===== src/hdl/adc_ctrl_pkg.sv =====
// constants, states and register map of the converter control block
// assumes a single 20 MHz converter clock and an AXI4-Lite register bus
package adc_ctrl_pkg;

   localparam int CLK_PERIOD_NS    = 50;
   localparam int CYCLE_CLKS       = 8192;
   localparam int INT_CLKS         = 2048;
   localparam int DEINT_CLKS       = 4096;
   localparam int AZ_CLKS          = CYCLE_CLKS - INT_CLKS - DEINT_CLKS;
   localparam int HOLD_START_DELAY = 7;
   localparam int MIN_AZ_CLKS      = AZ_CLKS - HOLD_START_DELAY;
   localparam int CNT_W            = 12;
   localparam int PHASE_CNT_W      = 13;
   localparam int LATCH_W          = CNT_W + 2;
   localparam int LOW_BYTE_W       = 8;
   localparam int HIGH_BYTE_W      = LATCH_W - LOW_BYTE_W;
   localparam int SYNC_W           = 7;

   localparam int AXI_ADDR_W       = 8;
   localparam int AXI_DATA_W       = 32;
   localparam logic [7:0]  CTRL_OFFSET   = 8'h00;
   localparam logic [7:0]  STATE_OFFSET  = 8'h04;
   localparam logic [7:0]  RESULT_OFFSET = 8'h08;
   localparam logic [31:0] CTRL_RESET    = 32'h0000_0001;
   localparam int          CTRL_RUN_BIT  = 0;
   localparam logic [1:0]  RESP_OKAY     = 2'h0;
   localparam logic [1:0]  RESP_SLVERR   = 2'h2;

   // pin synchroniser slots
   localparam int SY_GATE = 0;
   localparam int SY_COMP = 1;
   localparam int SY_MODE = 2;
   localparam int SY_SEND = 3;
   localparam int SY_CE   = 4;
   localparam int SY_LBE  = 5;
   localparam int SY_HBE  = 6;
   localparam logic [6:0] SYNC_RESET = 7'h70;

   typedef enum {PH_AUTOZERO, PH_HOLD, PH_START, PH_INTEGRATE, PH_DEINTEGRATE} phase_type;
   typedef enum {HS_IDLE, HS_HI_WAIT, HS_HI_LOAD, HS_HI_HOLD, HS_LO_LOAD, HS_LO_HOLD} hs_type;

endpackage


===== src/hdl/adc_conversion_output_control.sv =====
// digital control of a dual-slope converter: phases, status, output latch and byte bus
// assumes pins arrive asynchronously and are synchronised here; AXI4-Lite on aclk
// Function
// - mode input low or open selects direct output mode
// - high pulse on mode sends result as two handshake bytes, then direct mode
// - mode held high gives a handshake output after every conversion that ends with no handshake in progress
// - status rises at the start of signal integrate
// - status falls one step after the new result is latched
// - latch contents never change while status is low
// - gate high runs conversions back to back, latching after zero crossing
// - continuous conversion cycle lasts exactly 8192 clocks
// - gate low after zero crossing ends deintegrate at once, into auto-zero
// - gate low keeps auto-zero past its minimum until gate is high
// - integrate and status start seven clocks after gate is seen high
// - gate low during auto-zero stops at its end until gate returns high
// - low byte holds bits 1-8; high byte bits 9-12, sign, over-range
// - chip and byte enables are active low, idle high when open
// - in direct mode, chip enable low plus byte enable low drives that byte, else three-state
// - enable pins pass the two-flop synchroniser, so their effect lags the pins by two clocks
// - 12-bit counter with sign and over-range captured into output latches
// - handshake ignores mode and blocks latch updates until bytes are sent
// - handshake or mode high turns enable pins into driven outputs
`timescale 1ns/1ps
`default_nettype none
module adc_conversion_output_control
(
   input  wire logic                                aclk,
   input  wire logic                                aresetn,
   input  wire logic [adc_ctrl_pkg::AXI_ADDR_W-1:0] awaddr,
   input  wire logic                                awvalid,
   output var  logic                                awready,
   input  wire logic [adc_ctrl_pkg::AXI_DATA_W-1:0] wdata,
   input  wire logic [3:0]                          wstrb,
   input  wire logic                                wvalid,
   output var  logic                                wready,
   output var  logic [1:0]                          bresp,
   output var  logic                                bvalid,
   input  wire logic                                bready,
   input  wire logic [adc_ctrl_pkg::AXI_ADDR_W-1:0] araddr,
   input  wire logic                                arvalid,
   output var  logic                                arready,
   output var  logic [adc_ctrl_pkg::AXI_DATA_W-1:0] rdata,
   output var  logic [1:0]                          rresp,
   output var  logic                                rvalid,
   input  wire logic                                rready,
   input  wire logic                                conversion_gate,
   input  wire logic                                comparator,
   input  wire logic                                output_mode,
   input  wire logic                                send,
   input  wire logic                                chip_enable_n_in,
   output var  logic                                chip_enable_n_out,
   output var  logic                                chip_enable_n_oe,
   input  wire logic                                low_byte_enable_n_in,
   output var  logic                                low_byte_enable_n_out,
   output var  logic                                low_byte_enable_n_oe,
   input  wire logic                                high_byte_enable_n_in,
   output var  logic                                high_byte_enable_n_out,
   output var  logic                                high_byte_enable_n_oe,
   output var  logic [adc_ctrl_pkg::LOW_BYTE_W-1:0] low_byte_data,
   output var  logic                                low_byte_oe,
   output var  logic [adc_ctrl_pkg::HIGH_BYTE_W-1:0] high_byte_data,
   output var  logic                                high_byte_oe,
   output var  logic                                status,
   output var  logic                                phase_autozero,
   output var  logic                                phase_integrate,
   output var  logic                                phase_deintegrate
);
   import adc_ctrl_pkg::*;

   logic [SYNC_W-1:0]      sync1_q;
   logic [SYNC_W-1:0]      sync2_q;
   logic                   mode_dly_q;
   logic [31:0]            ctrl_q;
   phase_type              phase_q;
   phase_type              phase_d;
   hs_type                 hs_q;
   logic [PHASE_CNT_W-1:0] cnt_q;
   logic                   sign_q;
   logic                   zc_q;
   logic                   status_q;
   logic                   latch_event;
   logic                   latch_event_q;
   logic                   latch_we;
   logic [LATCH_W-1:0]     latch_data;
   logic [LATCH_W-1:0]     latch_q;
   logic                   gate;
   logic                   comp;
   logic                   mode_s;
   logic                   send_s;
   logic                   mode_rise;
   logic                   hs_active;
   logic                   direct;
   logic                   zc_now;
   logic                   aw_hold_q;
   logic                   w_hold_q;
   logic [AXI_ADDR_W-1:0]  aw_addr_q;
   logic [AXI_DATA_W-1:0]  w_data_q;
   logic                   w_strb0_q;

   // two-flop pin synchronisers
   always_ff @(posedge aclk)
   begin
      if (!aresetn)
      begin
         sync1_q <= SYNC_RESET;
         sync2_q <= SYNC_RESET;
      end
      else
      begin
         sync1_q <= {high_byte_enable_n_in, low_byte_enable_n_in, chip_enable_n_in, send,
                     output_mode, comparator, conversion_gate};
         sync2_q <= sync1_q;
      end
   end

   assign gate   = sync2_q[SY_GATE] & ctrl_q[CTRL_RUN_BIT];
   assign comp   = sync2_q[SY_COMP];
   assign mode_s = sync2_q[SY_MODE];
   assign send_s = sync2_q[SY_SEND];

   always_ff @(posedge aclk)
   begin
      if (!aresetn)
         mode_dly_q <= 1'b0;
      else
         mode_dly_q <= mode_s;
   end

   assign mode_rise = mode_s & ~mode_dly_q;
   assign hs_active = (hs_q != HS_IDLE);

   // phase sequencer
   assign zc_now = (phase_q == PH_DEINTEGRATE) && !zc_q && (comp != sign_q);

   always_comb
   begin
      phase_d = phase_q;
      unique case (phase_q)
         PH_AUTOZERO:
         begin
            if (gate && cnt_q == PHASE_CNT_W'(AZ_CLKS - 1))
               phase_d = PH_INTEGRATE;
            else if (!gate && cnt_q >= PHASE_CNT_W'(MIN_AZ_CLKS - 1))
               phase_d = PH_HOLD;
         end
         PH_HOLD:
         begin
            if (gate)
               phase_d = PH_START;
         end
         PH_START:
         begin
            if (cnt_q == PHASE_CNT_W'(HOLD_START_DELAY - 2))
               phase_d = PH_INTEGRATE;
         end
         PH_INTEGRATE:
         begin
            if (cnt_q == PHASE_CNT_W'(INT_CLKS - 1))
               phase_d = PH_DEINTEGRATE;
         end
         PH_DEINTEGRATE:
         begin
            if ((zc_q && !gate) || cnt_q == PHASE_CNT_W'(DEINT_CLKS - 1))
               phase_d = PH_AUTOZERO;
         end
      endcase
   end

   always_ff @(posedge aclk)
   begin
      if (!aresetn)
      begin
         phase_q <= PH_AUTOZERO;
         cnt_q   <= '0;
      end
      else
      begin
         phase_q <= phase_d;
         cnt_q   <= (phase_d != phase_q) ? '0 : cnt_q + 1'b1;
      end
   end

   // sign and zero crossing
   always_ff @(posedge aclk)
   begin
      if (!aresetn)
      begin
         sign_q <= 1'b0;
         zc_q   <= 1'b0;
      end
      else
      begin
         if (phase_q == PH_INTEGRATE && phase_d == PH_DEINTEGRATE)
            sign_q <= comp;
         if (phase_q != PH_DEINTEGRATE)
            zc_q <= 1'b0;
         else if (zc_now)
            zc_q <= 1'b1;
      end
   end

   // latch on zero crossing, or over-range at deintegrate end
   assign latch_event = zc_now ||
                        (phase_q == PH_DEINTEGRATE && !zc_q &&
                         cnt_q == PHASE_CNT_W'(DEINT_CLKS - 1));
   assign latch_we    = latch_event && !hs_active;
   assign latch_data  = {~zc_now, sign_q, cnt_q[CNT_W-1:0]};

   result_latch #(.WIDTH(LATCH_W)) u_latch
   (
      .aclk    (aclk),
      .aresetn (aresetn),
      .wr_en   (latch_we),
      .wr_data (latch_data),
      .data_q  (latch_q)
   );

   // status flag
   always_ff @(posedge aclk)
   begin
      if (!aresetn)
      begin
         status_q      <= 1'b0;
         latch_event_q <= 1'b0;
      end
      else
      begin
         latch_event_q <= latch_event;
         if (phase_d == PH_INTEGRATE && phase_q != PH_INTEGRATE)
            status_q <= 1'b1;
         else if (latch_event_q)
            status_q <= 1'b0;
      end
   end

   assign status            = status_q;
   assign phase_autozero    = (phase_q == PH_AUTOZERO) || (phase_q == PH_HOLD) ||
                              (phase_q == PH_START);
   assign phase_integrate   = (phase_q == PH_INTEGRATE);
   assign phase_deintegrate = (phase_q == PH_DEINTEGRATE);

   // handshake byte sequencer
   always_ff @(posedge aclk)
   begin
      if (!aresetn)
         hs_q <= HS_IDLE;
      else
      begin
         unique case (hs_q)
            HS_IDLE:
            begin
               if (mode_rise || (mode_s && latch_we))
                  hs_q <= HS_HI_WAIT;
            end
            HS_HI_WAIT:
            begin
               if (send_s)
                  hs_q <= HS_HI_LOAD;
            end
            HS_HI_LOAD:
               hs_q <= HS_HI_HOLD;
            HS_HI_HOLD:
            begin
               if (send_s)
                  hs_q <= HS_LO_LOAD;
            end
            HS_LO_LOAD:
               hs_q <= HS_LO_HOLD;
            HS_LO_HOLD:
            begin
               if (send_s)
                  hs_q <= HS_IDLE;
            end
         endcase
      end
   end

   // byte bus and enable pins
   assign direct = !hs_active && !mode_s;
   assign chip_enable_n_oe      = hs_active || mode_s;
   assign low_byte_enable_n_oe  = hs_active || mode_s;
   assign high_byte_enable_n_oe = hs_active || mode_s;
   assign chip_enable_n_out      = !(hs_q == HS_HI_LOAD || hs_q == HS_LO_LOAD);
   assign high_byte_enable_n_out = !(hs_q == HS_HI_LOAD || hs_q == HS_HI_HOLD);
   assign low_byte_enable_n_out  = !(hs_q == HS_LO_LOAD || hs_q == HS_LO_HOLD);
   assign low_byte_oe  = direct ? (!sync2_q[SY_CE] && !sync2_q[SY_LBE])
                                : !low_byte_enable_n_out;
   assign high_byte_oe = direct ? (!sync2_q[SY_CE] && !sync2_q[SY_HBE])
                                : !high_byte_enable_n_out;
   assign low_byte_data  = latch_q[LOW_BYTE_W-1:0];
   assign high_byte_data = latch_q[LATCH_W-1:LOW_BYTE_W];

   // AXI4-Lite write channel
   assign awready = !aw_hold_q && !bvalid;
   assign wready  = !w_hold_q && !bvalid;

   always_ff @(posedge aclk)
   begin
      if (!aresetn)
      begin
         aw_hold_q <= 1'b0;
         w_hold_q  <= 1'b0;
         aw_addr_q <= '0;
         w_data_q  <= '0;
         w_strb0_q <= 1'b0;
         bvalid    <= 1'b0;
         bresp     <= RESP_OKAY;
         ctrl_q    <= CTRL_RESET;
      end
      else
      begin
         if (awvalid && awready)
         begin
            aw_hold_q <= 1'b1;
            aw_addr_q <= awaddr;
         end
         if (wvalid && wready)
         begin
            w_hold_q  <= 1'b1;
            w_data_q  <= wdata;
            w_strb0_q <= wstrb[0];
         end
         if (aw_hold_q && w_hold_q && !bvalid)
         begin
            aw_hold_q <= 1'b0;
            w_hold_q  <= 1'b0;
            bvalid    <= 1'b1;
            if (aw_addr_q == CTRL_OFFSET)
            begin
               bresp <= RESP_OKAY;
               if (w_strb0_q)
                  ctrl_q[CTRL_RUN_BIT] <= w_data_q[CTRL_RUN_BIT];
            end
            else if (aw_addr_q == STATE_OFFSET || aw_addr_q == RESULT_OFFSET)
               bresp <= RESP_OKAY;
            else
               bresp <= RESP_SLVERR;
         end
         else if (bvalid && bready)
            bvalid <= 1'b0;
      end
   end

   // AXI4-Lite read channel
   assign arready = !rvalid;

   always_ff @(posedge aclk)
   begin
      if (!aresetn)
      begin
         rvalid <= 1'b0;
         rdata  <= '0;
         rresp  <= RESP_OKAY;
      end
      else if (arvalid && arready)
      begin
         rvalid <= 1'b1;
         rresp  <= RESP_OKAY;
         unique case (araddr)
            CTRL_OFFSET:   rdata <= ctrl_q;
            STATE_OFFSET:  rdata <= {25'h0, hs_active, 3'(phase_q), zc_q, sign_q, status_q};
            RESULT_OFFSET: rdata <= {18'h0, latch_q};
            default:
            begin
               rdata <= '0;
               rresp <= RESP_SLVERR;
            end
         endcase
      end
      else if (rvalid && rready)
         rvalid <= 1'b0;
   end

   // checking helpers: cycle length while the gate stays high
   logic [PHASE_CNT_W:0] cyc_cnt_q;
   logic                 cyc_clean_q;
   logic                 int_start;

   assign int_start = (phase_d == PH_INTEGRATE) && (phase_q != PH_INTEGRATE);

   always_ff @(posedge aclk)
   begin
      if (!aresetn)
      begin
         cyc_cnt_q   <= '0;
         cyc_clean_q <= 1'b0;
      end
      else if (int_start)
      begin
         cyc_cnt_q   <= (PHASE_CNT_W + 1)'(1);
         cyc_clean_q <= gate;
      end
      else
      begin
         cyc_cnt_q <= cyc_cnt_q + 1'b1;
         if (!gate)
            cyc_clean_q <= 1'b0;
      end
   end
endmodule
`default_nettype wire


===== src/hdl/result_latch.sv =====
// output latch holding count, sign and over-range
// assumes the writer only strobes wr_en while the status output is high
`timescale 1ns/1ps
`default_nettype none
module result_latch
#(
   parameter int WIDTH = 14
)
(
   input  wire logic             aclk,
   input  wire logic             aresetn,
   input  wire logic             wr_en,
   input  wire logic [WIDTH-1:0] wr_data,
   output var  logic [WIDTH-1:0] data_q
);

   always_ff @(posedge aclk)
   begin
      if (!aresetn)
         data_q <= '0;
      else if (wr_en)
         data_q <= wr_data;
   end

endmodule
`default_nettype wire


===== config.mk =====
export PLATFORM = sky130hd
export DESIGN_NAME = adc_conversion_output_control
export DESIGN_NICKNAME = d
export VERILOG_FILES = /design/src/hdl/adc_ctrl_pkg.sv /design/src/hdl/adc_conversion_output_control.sv /design/src/hdl/result_latch.sv
export SDC_FILE = /design/constraint.sdc
export NUM_CORES = 1
export LEC_CHECK = 0
export BUFFER_PORTS_ARGS = -buffer_cell sky130_fd_sc_hd__buf_2
export CORE_AREA = 3 3 104 96
export CTS_CLUSTER_SIZE = 24
export DETAILED_ROUTE_END_ITERATION = 10
export DIE_AREA = 0 0 107 99
export PLACE_DENSITY = 0.76
export SYNTH_ARGS = -nofsm -noshare
export SYNTH_HDL_FRONTEND = slang
export SYNTH_SLANG_ARGS = --single-unit

===== constraint.sdc =====
create_clock -name aclk -period 3.4 [get_ports aclk]
set_clock_uncertainty 0.2 [all_clocks]
set_input_delay 0.68 -clock aclk [delete_from_list [all_inputs] [get_ports aclk]]
set_output_delay 0.68 -clock aclk [all_outputs]
set_load 0.03 [all_outputs]

==> flow_metrics.env, run 1 <==
export IMPL_wl_met1_mm=4.32
export IMPL_synth_common_cells="dfxtp_1 (112), nor2_1 (66), and2_1 (34)"
export IMPL_drive_above_1_share=0.203
export IMPL_diodes=0
export IMPL_first_pass_iters=5
export IMPL_clkSinkCount=112
export IMPL_drc=0
export IMPL_top_layer_used="met4"
export IMPL_path_max_fanout=4
export IMPL_cts_inserted_buffers=9
export IMPL_r2r_cells=7
export IMPL_postRouteAntennaNets=0
export IMPL_wl_met3_um=527
export IMPL_crit_path_end_kind="primary output"
export IMPL_rows=33
export IMPL_post_synth_cell_area_avg_um2=9.30
export IMPL_grt_overflow_total=0
export IMPL_die_h_um=99
export IMPL_layout_setup_ws_ps=267
export IMPL_setup_viol=0
export IMPL_synth_edf_count=0
export IMPL_r2r_end="u_latch.data_q[11]"
export IMPL_wl_met2_mm=4.20
export IMPL_die_area_um2=10600
export IMPL_cts_reportedPaths_clkPinSlew_ps=100
export IMPL_critPathKind="register to primary output"
export IMPL_worst_setup_path_start_kind="register"
export IMPL_synth_top_area_frac=0.494
export IMPL_outcome="finished, final reports clean"
export IMPL_critical_path_endpoint="phase_autozero"
export IMPL_hold_slack_ps=220
export IMPL_finalCritPeriodShare=0.921
export IMPL_area_growth_pct=12.8
export IMPL_htree_levels=3
export IMPL_synthCells=488
export IMPL_cts_resized=0
export IMPL_synth_ff_type="dfxtp_1"
export IMPL_hp_class="register to register"
export IMPL_synthMostInstantiatedCell="dfxtp_1"
export IMPL_grt_pass1_vias=3251
export IMPL_drt_first_iter_violations=188
export IMPL_crit_slowest_cell="nor4_2"
export IMPL_synth_area_top_cells="dfxtp_1 (49%), nor2_1 (5.5%), and2_1 (4.7%)"
export IMPL_cp_data_required_time_ps=2520
export IMPL_crit_path_start="phase_q[5]"
export IMPL_routabilityCongestion=0.913
export IMPL_grt_max_degree=50
export IMPL_fmax_ghz=0.319
export IMPL_cts_setup_buffers=0
export IMPL_finalHoldViolCount=0
export IMPL_clock_path_buffers=2
export IMPL_vias_per_cell=5.13
export IMPL_p_leak_nw=2.29
export IMPL_wl_per_cell_um=13.4
export IMPL_reg2reg_slack_ps=670
export IMPL_peakVddDrop_mv=0.245
export IMPL_rsz0062_at_grt="false"
export IMPL_ys_seq_elements=112
export IMPL_seq_area_frac_synth=0.494
export IMPL_insertion_delay_ps=360
export IMPL_cts_root_buffer="clkbuf_8"
export IMPL_postCtsHoldBufs=0
export IMPL_final_cells=684
export IMPL_port_buffer_count=78
export IMPL_max_stage_delay_ps=430
export IMPL_nets=626
export IMPL_relSlewSlack=0.636
export IMPL_min_period_ps=3130
export IMPL_netlist_area_um2=4540
export IMPL_cts_tree="yes"
export IMPL_vias=3511
export IMPL_antenna_found_initial=0
export IMPL_rr_startpoint="cnt_q[0]"
export IMPL_p_per_area_nw_per_um2=455
export IMPL_yosys_area_top_type="dfxtp_1"
export IMPL_final_fill_count=804
export IMPL_routed_wl_mm=9.19
export IMPL_ioPinCount=133
export IMPL_hpwl_mm=6.72
export IMPL_coreArea_um2=9040
export IMPL_crit_arrival_ps=2250
export IMPL_ys_types=56
export IMPL_path_cells="nor4_4 > nand4_2 > nor4_2 > a21boi_0 > buf_2"
export IMPL_initial_core_util=0.502
export IMPL_slew_viol_final=0
export IMPL_yosysWarnings=0
export IMPL_setup_tns_ps=0
export IMPL_pre_cts_ws_ps=523
export IMPL_utilization=0.566
export IMPL_grt_pass1_wl_mm=15.2
export IMPL_dp_cells=668
export IMPL_tightest_slew_ps=540
export IMPL_grt_usage=0.173
export IMPL_die_w_um=107
export IMPL_maxCapViolations=0
export IMPL_async_flop_share=0
## registers in the layout (all words and copies together), names as in the netlist, 3 cells and up
name,flops
rdata,14
sync2_q,7
phase_q,32
aw_addr_q,8
sync1_q,7
u_latch.data_q,14
cnt_q,13
hs_q,3
## worst min path at each step
stage	from	to	cells after the start
4_1_cts	sync1_q[5]	sync2_q[5]	1
6_report	sync1_q[5]	sync2_q[5]	1
3_3_place_gp	sync1_q[5]	sync2_q[5]	1
2_1_floorplan	sync1_q[4]	sync2_q[4]	1
3_5_place_dp	sync1_q[5]	sync2_q[5]	1
5_1_grt	sync1_q[4]	sync2_q[4]	1
## final cells by class
class,instances,area (um2),share of cell area
Inverter,8,30.0,0.00586
Timing Repair Buffer,83,428,0.0836
Clock inverter,6,76.3,0.0149
Tap cell,122,153,0.0298
Sequential cell,112,2240,0.438
Multi-Input combinational cell,343,2060,0.403
Clock buffer,10,128,0.0249
## per-layer routing
metal | vias up | track usage
met5 | - | 0
met4 | 0 | 0.0649
met3 | 17 | 0.0288
met2 | 114 | 0.283
met1 | 1616 | 0.229
li1 | 1764 | -
## worst max-delay path: cells and delay by family (launching register included)
kind	cells	cell delay, ps
compound gates	1	310
buf+inv	1	250
flops	1	340
simple gates	3	990
## where the power goes
group          internal [mW]  leakage, nW  switching [mW]
logic                 0.0538         1.28           0.123
clock network          0.355        0.103           0.444
registers               1.34        0.909          0.0171
total                   1.75         2.29           0.584
## layout by cell type, fill, tap and decap left out, drive strengths merged, types with 4 or more instances in the layout
cell type	count
dfxtp	112
buf	83
nor2	66
and2	36
nand2	30
a21oi	28
mux2i	20
conb	20
nor3	14
nor4	14
nand2b	12
a22oi	12
and3	12
o21ai	11
inv	11
clkbuf	10
xor2	9
nand3	9
nand4	7
xnor2	5
nor2b	4
or2	4
## logic make-up (layout without fill, tap and decap cells)
kind of cell / count (synthesis) / in the layout / share of synthesized area
other cells: 1 / 20 / 0.000826
xor+xnor: 14 / 14 / 0.0270
buf+inv: 52 / 107 / 0.0681
mux: 21 / 21 / 0.0466
simple gates: 218 / 218 / 0.264
fa+ha+maj: 3 / 3 / 0.00827
compound gates: 67 / 67 / 0.0915
flops: 112 / 112 / 0.494
## stage by stage
stage | instance area, um2 | power, mW
3_5_place_dp | 4910 | 1.56
5_1_grt | 5120 | 2.43
6_report | 5120 | 2.33
4_1_cts | 5110 | 2.35
3_3_place_gp | 4910 | 1.56
2_1_floorplan | 4610 | 1.53
(Power assumes the default switching activity.)
==> run 2, diff against run 1 <==
Settings changed: ABC_AREA from default to 1, CORE_AREA 3 3 104 96 to 3 3 107 99, DIE_AREA 0 0 107 99 to 0 0 110 102, PLACE_DENSITY 0.76 to 0.77.
==> flow_metrics.env, run 2 <==
export IMPL_outcome="finished, final reports clean"
export IMPL_tightest_slew_ps=685
export IMPL_hp_class="register to register"
export IMPL_synth_common_cells="nand2_1 (144), dfxtp_1 (112), nor2_1 (111)"
export IMPL_die_w_um=110
export IMPL_p_int_mw=1.94
export IMPL_reg_largest_list="phase_q x32, rdata x14, u_latch.data_q x14"
export IMPL_rows=34
export IMPL_routed_wl_mm=10.9
export IMPL_antenna_found_initial=0
export IMPL_synth_top_area_frac=0.453
export IMPL_drt_first_iter_violations=358
export IMPL_use_met3=0.0455
export IMPL_final_cell_mix="nand2_1 (144), dfxtp_1 (112), nor2_1 (111), buf_2 (78), inv_1 (71)"
export IMPL_slew_viol_final=0
export IMPL_p_sw_mw=1.05
export IMPL_first_pass_iters=7
export IMPL_area_growth_pct=12.2
export IMPL_cts_setup_buffers=0
export IMPL_clkSinkCount=112
export IMPL_finalHoldViolCount=0
export IMPL_final_common_cell="nand2_1"
export IMPL_p_per_area_nw_per_um2=539
export IMPL_grt_pass1_vias=3955
export IMPL_cts_inserted_buffers=9
export IMPL_die_h_um=102
export IMPL_hpwl_mm=8.06
export IMPL_synth_ff_type="dfxtp_1"
export IMPL_async_flop_share=0
export IMPL_routabilityCongestion=0.877
export IMPL_postCtsHoldBufs=0
export IMPL_clock_path_buffers=2
export IMPL_post_synth_cell_area_avg_um2=7.23
export IMPL_cp_top_family="simple AND/OR/NAND/NOR gates"
export IMPL_initial_core_util=0.517
export IMPL_htree_levels=3
export IMPL_nets=823
export IMPL_setup_tns_ps=0
export IMPL_relSlewSlack=0.540
export IMPL_synth_compound_area_frac=0.110
export IMPL_maxCapViolations=0
export IMPL_grt_pass1_wl_mm=17.5
export IMPL_seq_power_share=0.476
export IMPL_finalPower_mw=2.99
export IMPL_synth_top_family_by_area="simple AND/OR/NAND/NOR gates"
export IMPL_cts_root_buffer="clkbuf_8"
export IMPL_cts_resized=0
export IMPL_insertion_delay_ps=370
export IMPL_p_sw_frac=0.351
export IMPL_p_clk_frac=0.279
export IMPL_cts_reportedPaths_clkPinSlew_ps=110
export IMPL_min_period_ps=2840
export IMPL_crit_slowest_cell="dfxtp_1"
export IMPL_grt_use_met2=0.320
export IMPL_seq_area_frac_synth=0.453
export IMPL_setup_viol=0
export IMPL_drive_above_1_share=0.178
export IMPL_synth_xor_area_frac=0.0106
export IMPL_rsz0062_at_grt="false"
export IMPL_drc=0
export IMPL_port_buffer_count=78
export IMPL_path_buf_inv=2
export IMPL_yosysWarnings=0
export IMPL_path_cells="inv_1 > nand2_1 > nor2_1 > nand3_1 > nor2_1 > nor2_2 > o21ai_0 > buf_2"
export IMPL_grt_max_degree=55
export IMPL_vias=4402
export IMPL_crit_arrival_ps=1960
export IMPL_yosys_area_top_type="dfxtp_1"
export IMPL_path_max_fanout=7
export IMPL_synth_area_top_cells="dfxtp_1 (45%), nand2_1 (11%), nor2_1 (8.4%)"
export IMPL_crit_path_end_kind="primary output"
export IMPL_grt_overflow_total=0
export IMPL_netlist_area_um2=4950
export IMPL_coreArea_um2=9570
export IMPL_max_stage_delay_ps=510
export IMPL_synthCells=684
export IMPL_grt_usage=0.195
export IMPL_ioPinCount=133
export IMPL_ys_types=42
export IMPL_synth_mux_area_frac=0
export IMPL_p_comb_frac=0.245
export IMPL_synth_simple_area_share=0.310
export IMPL_cts_tree="yes"
export IMPL_vias_per_cell=4.97
export IMPL_cp_data_required_time_ps=2520
export IMPL_peakVddDrop_mv=0.232
export IMPL_synthMostInstantiatedCell="nand2_1"
export IMPL_yosys_area_share_adder=0.00759
export IMPL_postRouteAntennaNets=0
export IMPL_largest_register_ff_count=32
export IMPL_diodes=0
export IMPL_worst_setup_path_start_kind="register"
export IMPL_p_leak_nw=2.53
export IMPL_die_area_um2=11200
export IMPL_ys_seq_elements=112
export IMPL_crit_top_cell="nor2_1"
export IMPL_use_met1=0.256
export IMPL_regMostFlops="phase_q"
export IMPL_wl_per_cell_um=12.3
export IMPL_synth_edf_count=0
export IMPL_fmax_ghz=0.352
export IMPL_finalCritPeriodShare=0.835
export IMPL_critPathKind="register to primary output"
export IMPL_busiest_layer="met2"
==> run 2: cell count changes in the layout (fill, tap and decap cells not counted), moves of 10 or more <==
cell	previous run	this run
a21oi_1	28	44
a22oi_1	12	0
and2_1	34	0
and3_1	11	1
inv_1	8	71
mux2i_1	20	0
nand2_1	30	144
nand2b_1	12	0
nand3_1	7	31
nor2_1	66	111
o21ai_0	10	39
==> run 2: path summary, 6_finish.rpt <==
path | start | endpoint | slack (ps) | cells past startpoint
worst max-delay path | phase_q[2] | phase_autozero | 560 | 8
worst min-delay path | sync1_q[3] | sync2_q[3] | 210 | 2
worst max register to register | phase_q[29] | u_latch.data_q[6] | 1100 | 10
worst min register to register | sync1_q[3] | sync2_q[3] | 210 | 2
==> run 2: through the flow <==
stage,instance area (um2),setup WS (ps),util,cells,hold slack (ps)
after global placement,5340,1010,0.558,869,195
final,5550,559,0.580,885,215
after detailed placement,5340,991,0.558,869,199
after CTS,5550,593,0.580,885,220
after floorplan,5020,601,-,703,190
after global routing,5550,390,0.580,885,239
==> run 2: final cells by class <==
cell class	count	area, um2
multi-input cells	474	2240
clock buffers	11	141
inverters	76	287
flip-flops and latches	112	2240
well taps	126	158
repair buffers	81	413
clock inverters	5	67.6
fillers	852	4020
==> run 2: cells by family (layout without fill, tap and decap cells) <==
family	count (synthesis)	count (layout)
flops	112	112
simple gates	346	346
buf+inv	117	173
other cells	1	20
xor+xnor	6	6
fa+ha+maj	3	3
compound gates	99	99
==> run 2: layer usage <==
| layer | share of wire | up-vias |
|---|---|---|
| li1 | - | 2255 |
| met1 | 0.46 | 1985 |
| met2 | 0.45 | 151 |
| met3 | 0.078 | 11 |
| met4 | 0.012 | 0 |
| met5 | 0 | - |
==> run 2: power groups by stage <==
stage / registers (mW) / clock network [mW] / logic [mW]
2_1_floorplan: 1.45 / 0 / 0.583
3_3_place_gp: 1.45 / 0 / 0.706
3_5_place_dp: 1.45 / 0 / 0.727
4_1_cts: 1.42 / 0.853 / 0.732
5_1_grt: 1.43 / 0.909 / 0.803
6_report: 1.42 / 0.836 / 0.732
==> run 2: worst reg2reg max path, delay by kind of cell, from the launching register on <==
kind	cells	cell delay, ps
buf+inv	1	150
flops	1	320
simple gates	6	1120
compound gates	3	410
==> run 3, diff against run 2 <==
Clock period 3.4 ns to 3 ns, I/O delays scaled along.
==> flow_metrics.env, run 3 (synthesis results as in run 2) <==
export IMPL_htree_levels=3
export IMPL_r2r_end="u_latch.data_q[6]"
export IMPL_clkSinkCount=112
export IMPL_fmax_ghz=0.363
export IMPL_regMostFlops="phase_q"
export IMPL_maxCapViolations=0
export IMPL_routed_wl_mm=10.6
export IMPL_hp_class="input pin to register"
export IMPL_peakVddDrop_mv=0.296
export IMPL_vias_per_cell=4.99
export IMPL_clock_path_buffers=2
export IMPL_routabilityCongestion=0.868
export IMPL_slew_viol_final=0
export IMPL_diodes=0
export IMPL_die_area_um2=11200
export IMPL_crit_arrival_ps=1960
export IMPL_tightest_slew_ps=702
export IMPL_grt_pass1_wl_mm=17.2
export IMPL_grt_overflow_total=0
export IMPL_ioPinCount=133
export IMPL_setup_tns_ps=0
export IMPL_grt_usage=0.190
export IMPL_worst_setup_path_start_kind="register"
export IMPL_hold_depth=2
export IMPL_hold_path_startpoint="low_byte_enable_n_in"
export IMPL_seqCellArea_um2=2240
export IMPL_antenna_found_initial=0
export IMPL_relSlewSlack=0.529
export IMPL_cts_root_buffer="clkbuf_8"
export IMPL_first_pass_iters=5
export IMPL_coreArea_um2=9570
export IMPL_die_h_um=102
export IMPL_cts_tree="yes"
export IMPL_cts_inserted_buffers=9
export IMPL_finalPower_mw=3.30
export IMPL_nets=824
export IMPL_cp_data_required_time_ps=2200
export IMPL_drc=0
export IMPL_reg_largest_list="phase_q x32, rdata x14, u_latch.data_q x14"
export IMPL_cts_reportedPaths_clkPinSlew_ps=110
export IMPL_utilization=0.580
export IMPL_setup_viol=0
export IMPL_port_buffer_count=78
export IMPL_rsz0062_at_grt="false"
export IMPL_hpwl_mm=7.94
export IMPL_place_area_um2=5350
export IMPL_wl_per_cell_um=12.0
export IMPL_final_area_um2=5550
export IMPL_postCtsHoldBufs=0
export IMPL_multi_input_area_um2=2240
export IMPL_rows=34
export IMPL_cts_resized=0
export IMPL_grt_pass1_vias=3989
export IMPL_insertion_delay_ps=370
export IMPL_r2r_cells=10
export IMPL_min_period_ps=2760
export IMPL_rr_startpoint="cnt_q[0]"
export IMPL_area_growth_pct=12.2
export IMPL_worstHoldEndpoint="sync1_q[5]"
export IMPL_initial_core_util=0.517
export IMPL_outcome="finished, final reports clean"
export IMPL_finalHoldViolCount=0
export IMPL_postRouteAntennaNets=0
export IMPL_p_leak_nw=2.53
export IMPL_crit_path_end_kind="primary output"
export IMPL_largest_register_ff_count=32
export IMPL_finalCritPeriodShare=0.920
export IMPL_final_cell_mix="nand2_1 (144), dfxtp_1 (112), nor2_1 (111), buf_2 (78), inv_1 (71)"
export IMPL_drt_first_iter_violations=389
export IMPL_die_w_um=110
export IMPL_final_fill_count=872
export IMPL_vias=4424
export IMPL_path_max_fanout=6
export IMPL_critPathKind="register to primary output"
export IMPL_reg2reg_slack_ps=710
export IMPL_final_common_cell="nand2_1"
export IMPL_p_per_area_nw_per_um2=595
export IMPL_grt_max_degree=55
export IMPL_cts_setup_buffers=0
export IMPL_drive_above_1_share=0.180
==> run 3: layout make-up <==
cell class	count	share of cell area
clock buffer	10	0.0248
clock inverter	6	0.0110
inverter	76	0.0516
multi-input combinational	474	0.404
sequential	112	0.404
tap	126	0.0284
timing repair buffer	82	0.0757
==> run 3: worst max path at each step <==
stage                           to  slack, ps       start
floorplan             high_byte_oe        280     hs_q[0]
global placement    phase_autozero        720  phase_q[2]
detailed placement     low_byte_oe        690     hs_q[0]
CTS                    low_byte_oe        250     hs_q[0]
global route           low_byte_oe         30     hs_q[0]
finish                 low_byte_oe        240     hs_q[0]
==> run 3: worst max-delay path: stages (launching register included) <==
cell and delay, ps:
dfxtp_1 380, nor2_1 200, nand2_1 160, or2_0 340, o31ai_1 260, buf_2 250
==> run 3: metal layers <==
metal | GRT usage | vias up | share of wire
met4 | 0.0537 | 0 | 0.011
met3 | 0.0341 | 11 | 0.071
met1 | 0.254 | 2007 | 0.46
met2 | 0.316 | 141 | 0.45
li1 | - | 2265 | -
met5 | 0 | - | 0
==> run 3: where the power goes <==
part	total (mW)	switching, mW	internal (mW)
Combinational	0.821	0.601	0.220
Clock	0.867	0.522	0.345
Sequential	1.62	0.0597	1.56
Total	3.30	1.18	2.12
==> run 3: per-stage QoR <==
stage	setup WS [ps]	cells	hold slack, ps
global placement	723	870	194
floorplan	281	703	190
finish	241	886	214
global route	27.7	886	198
detailed placement	688	870	202
CTS	248	886	192
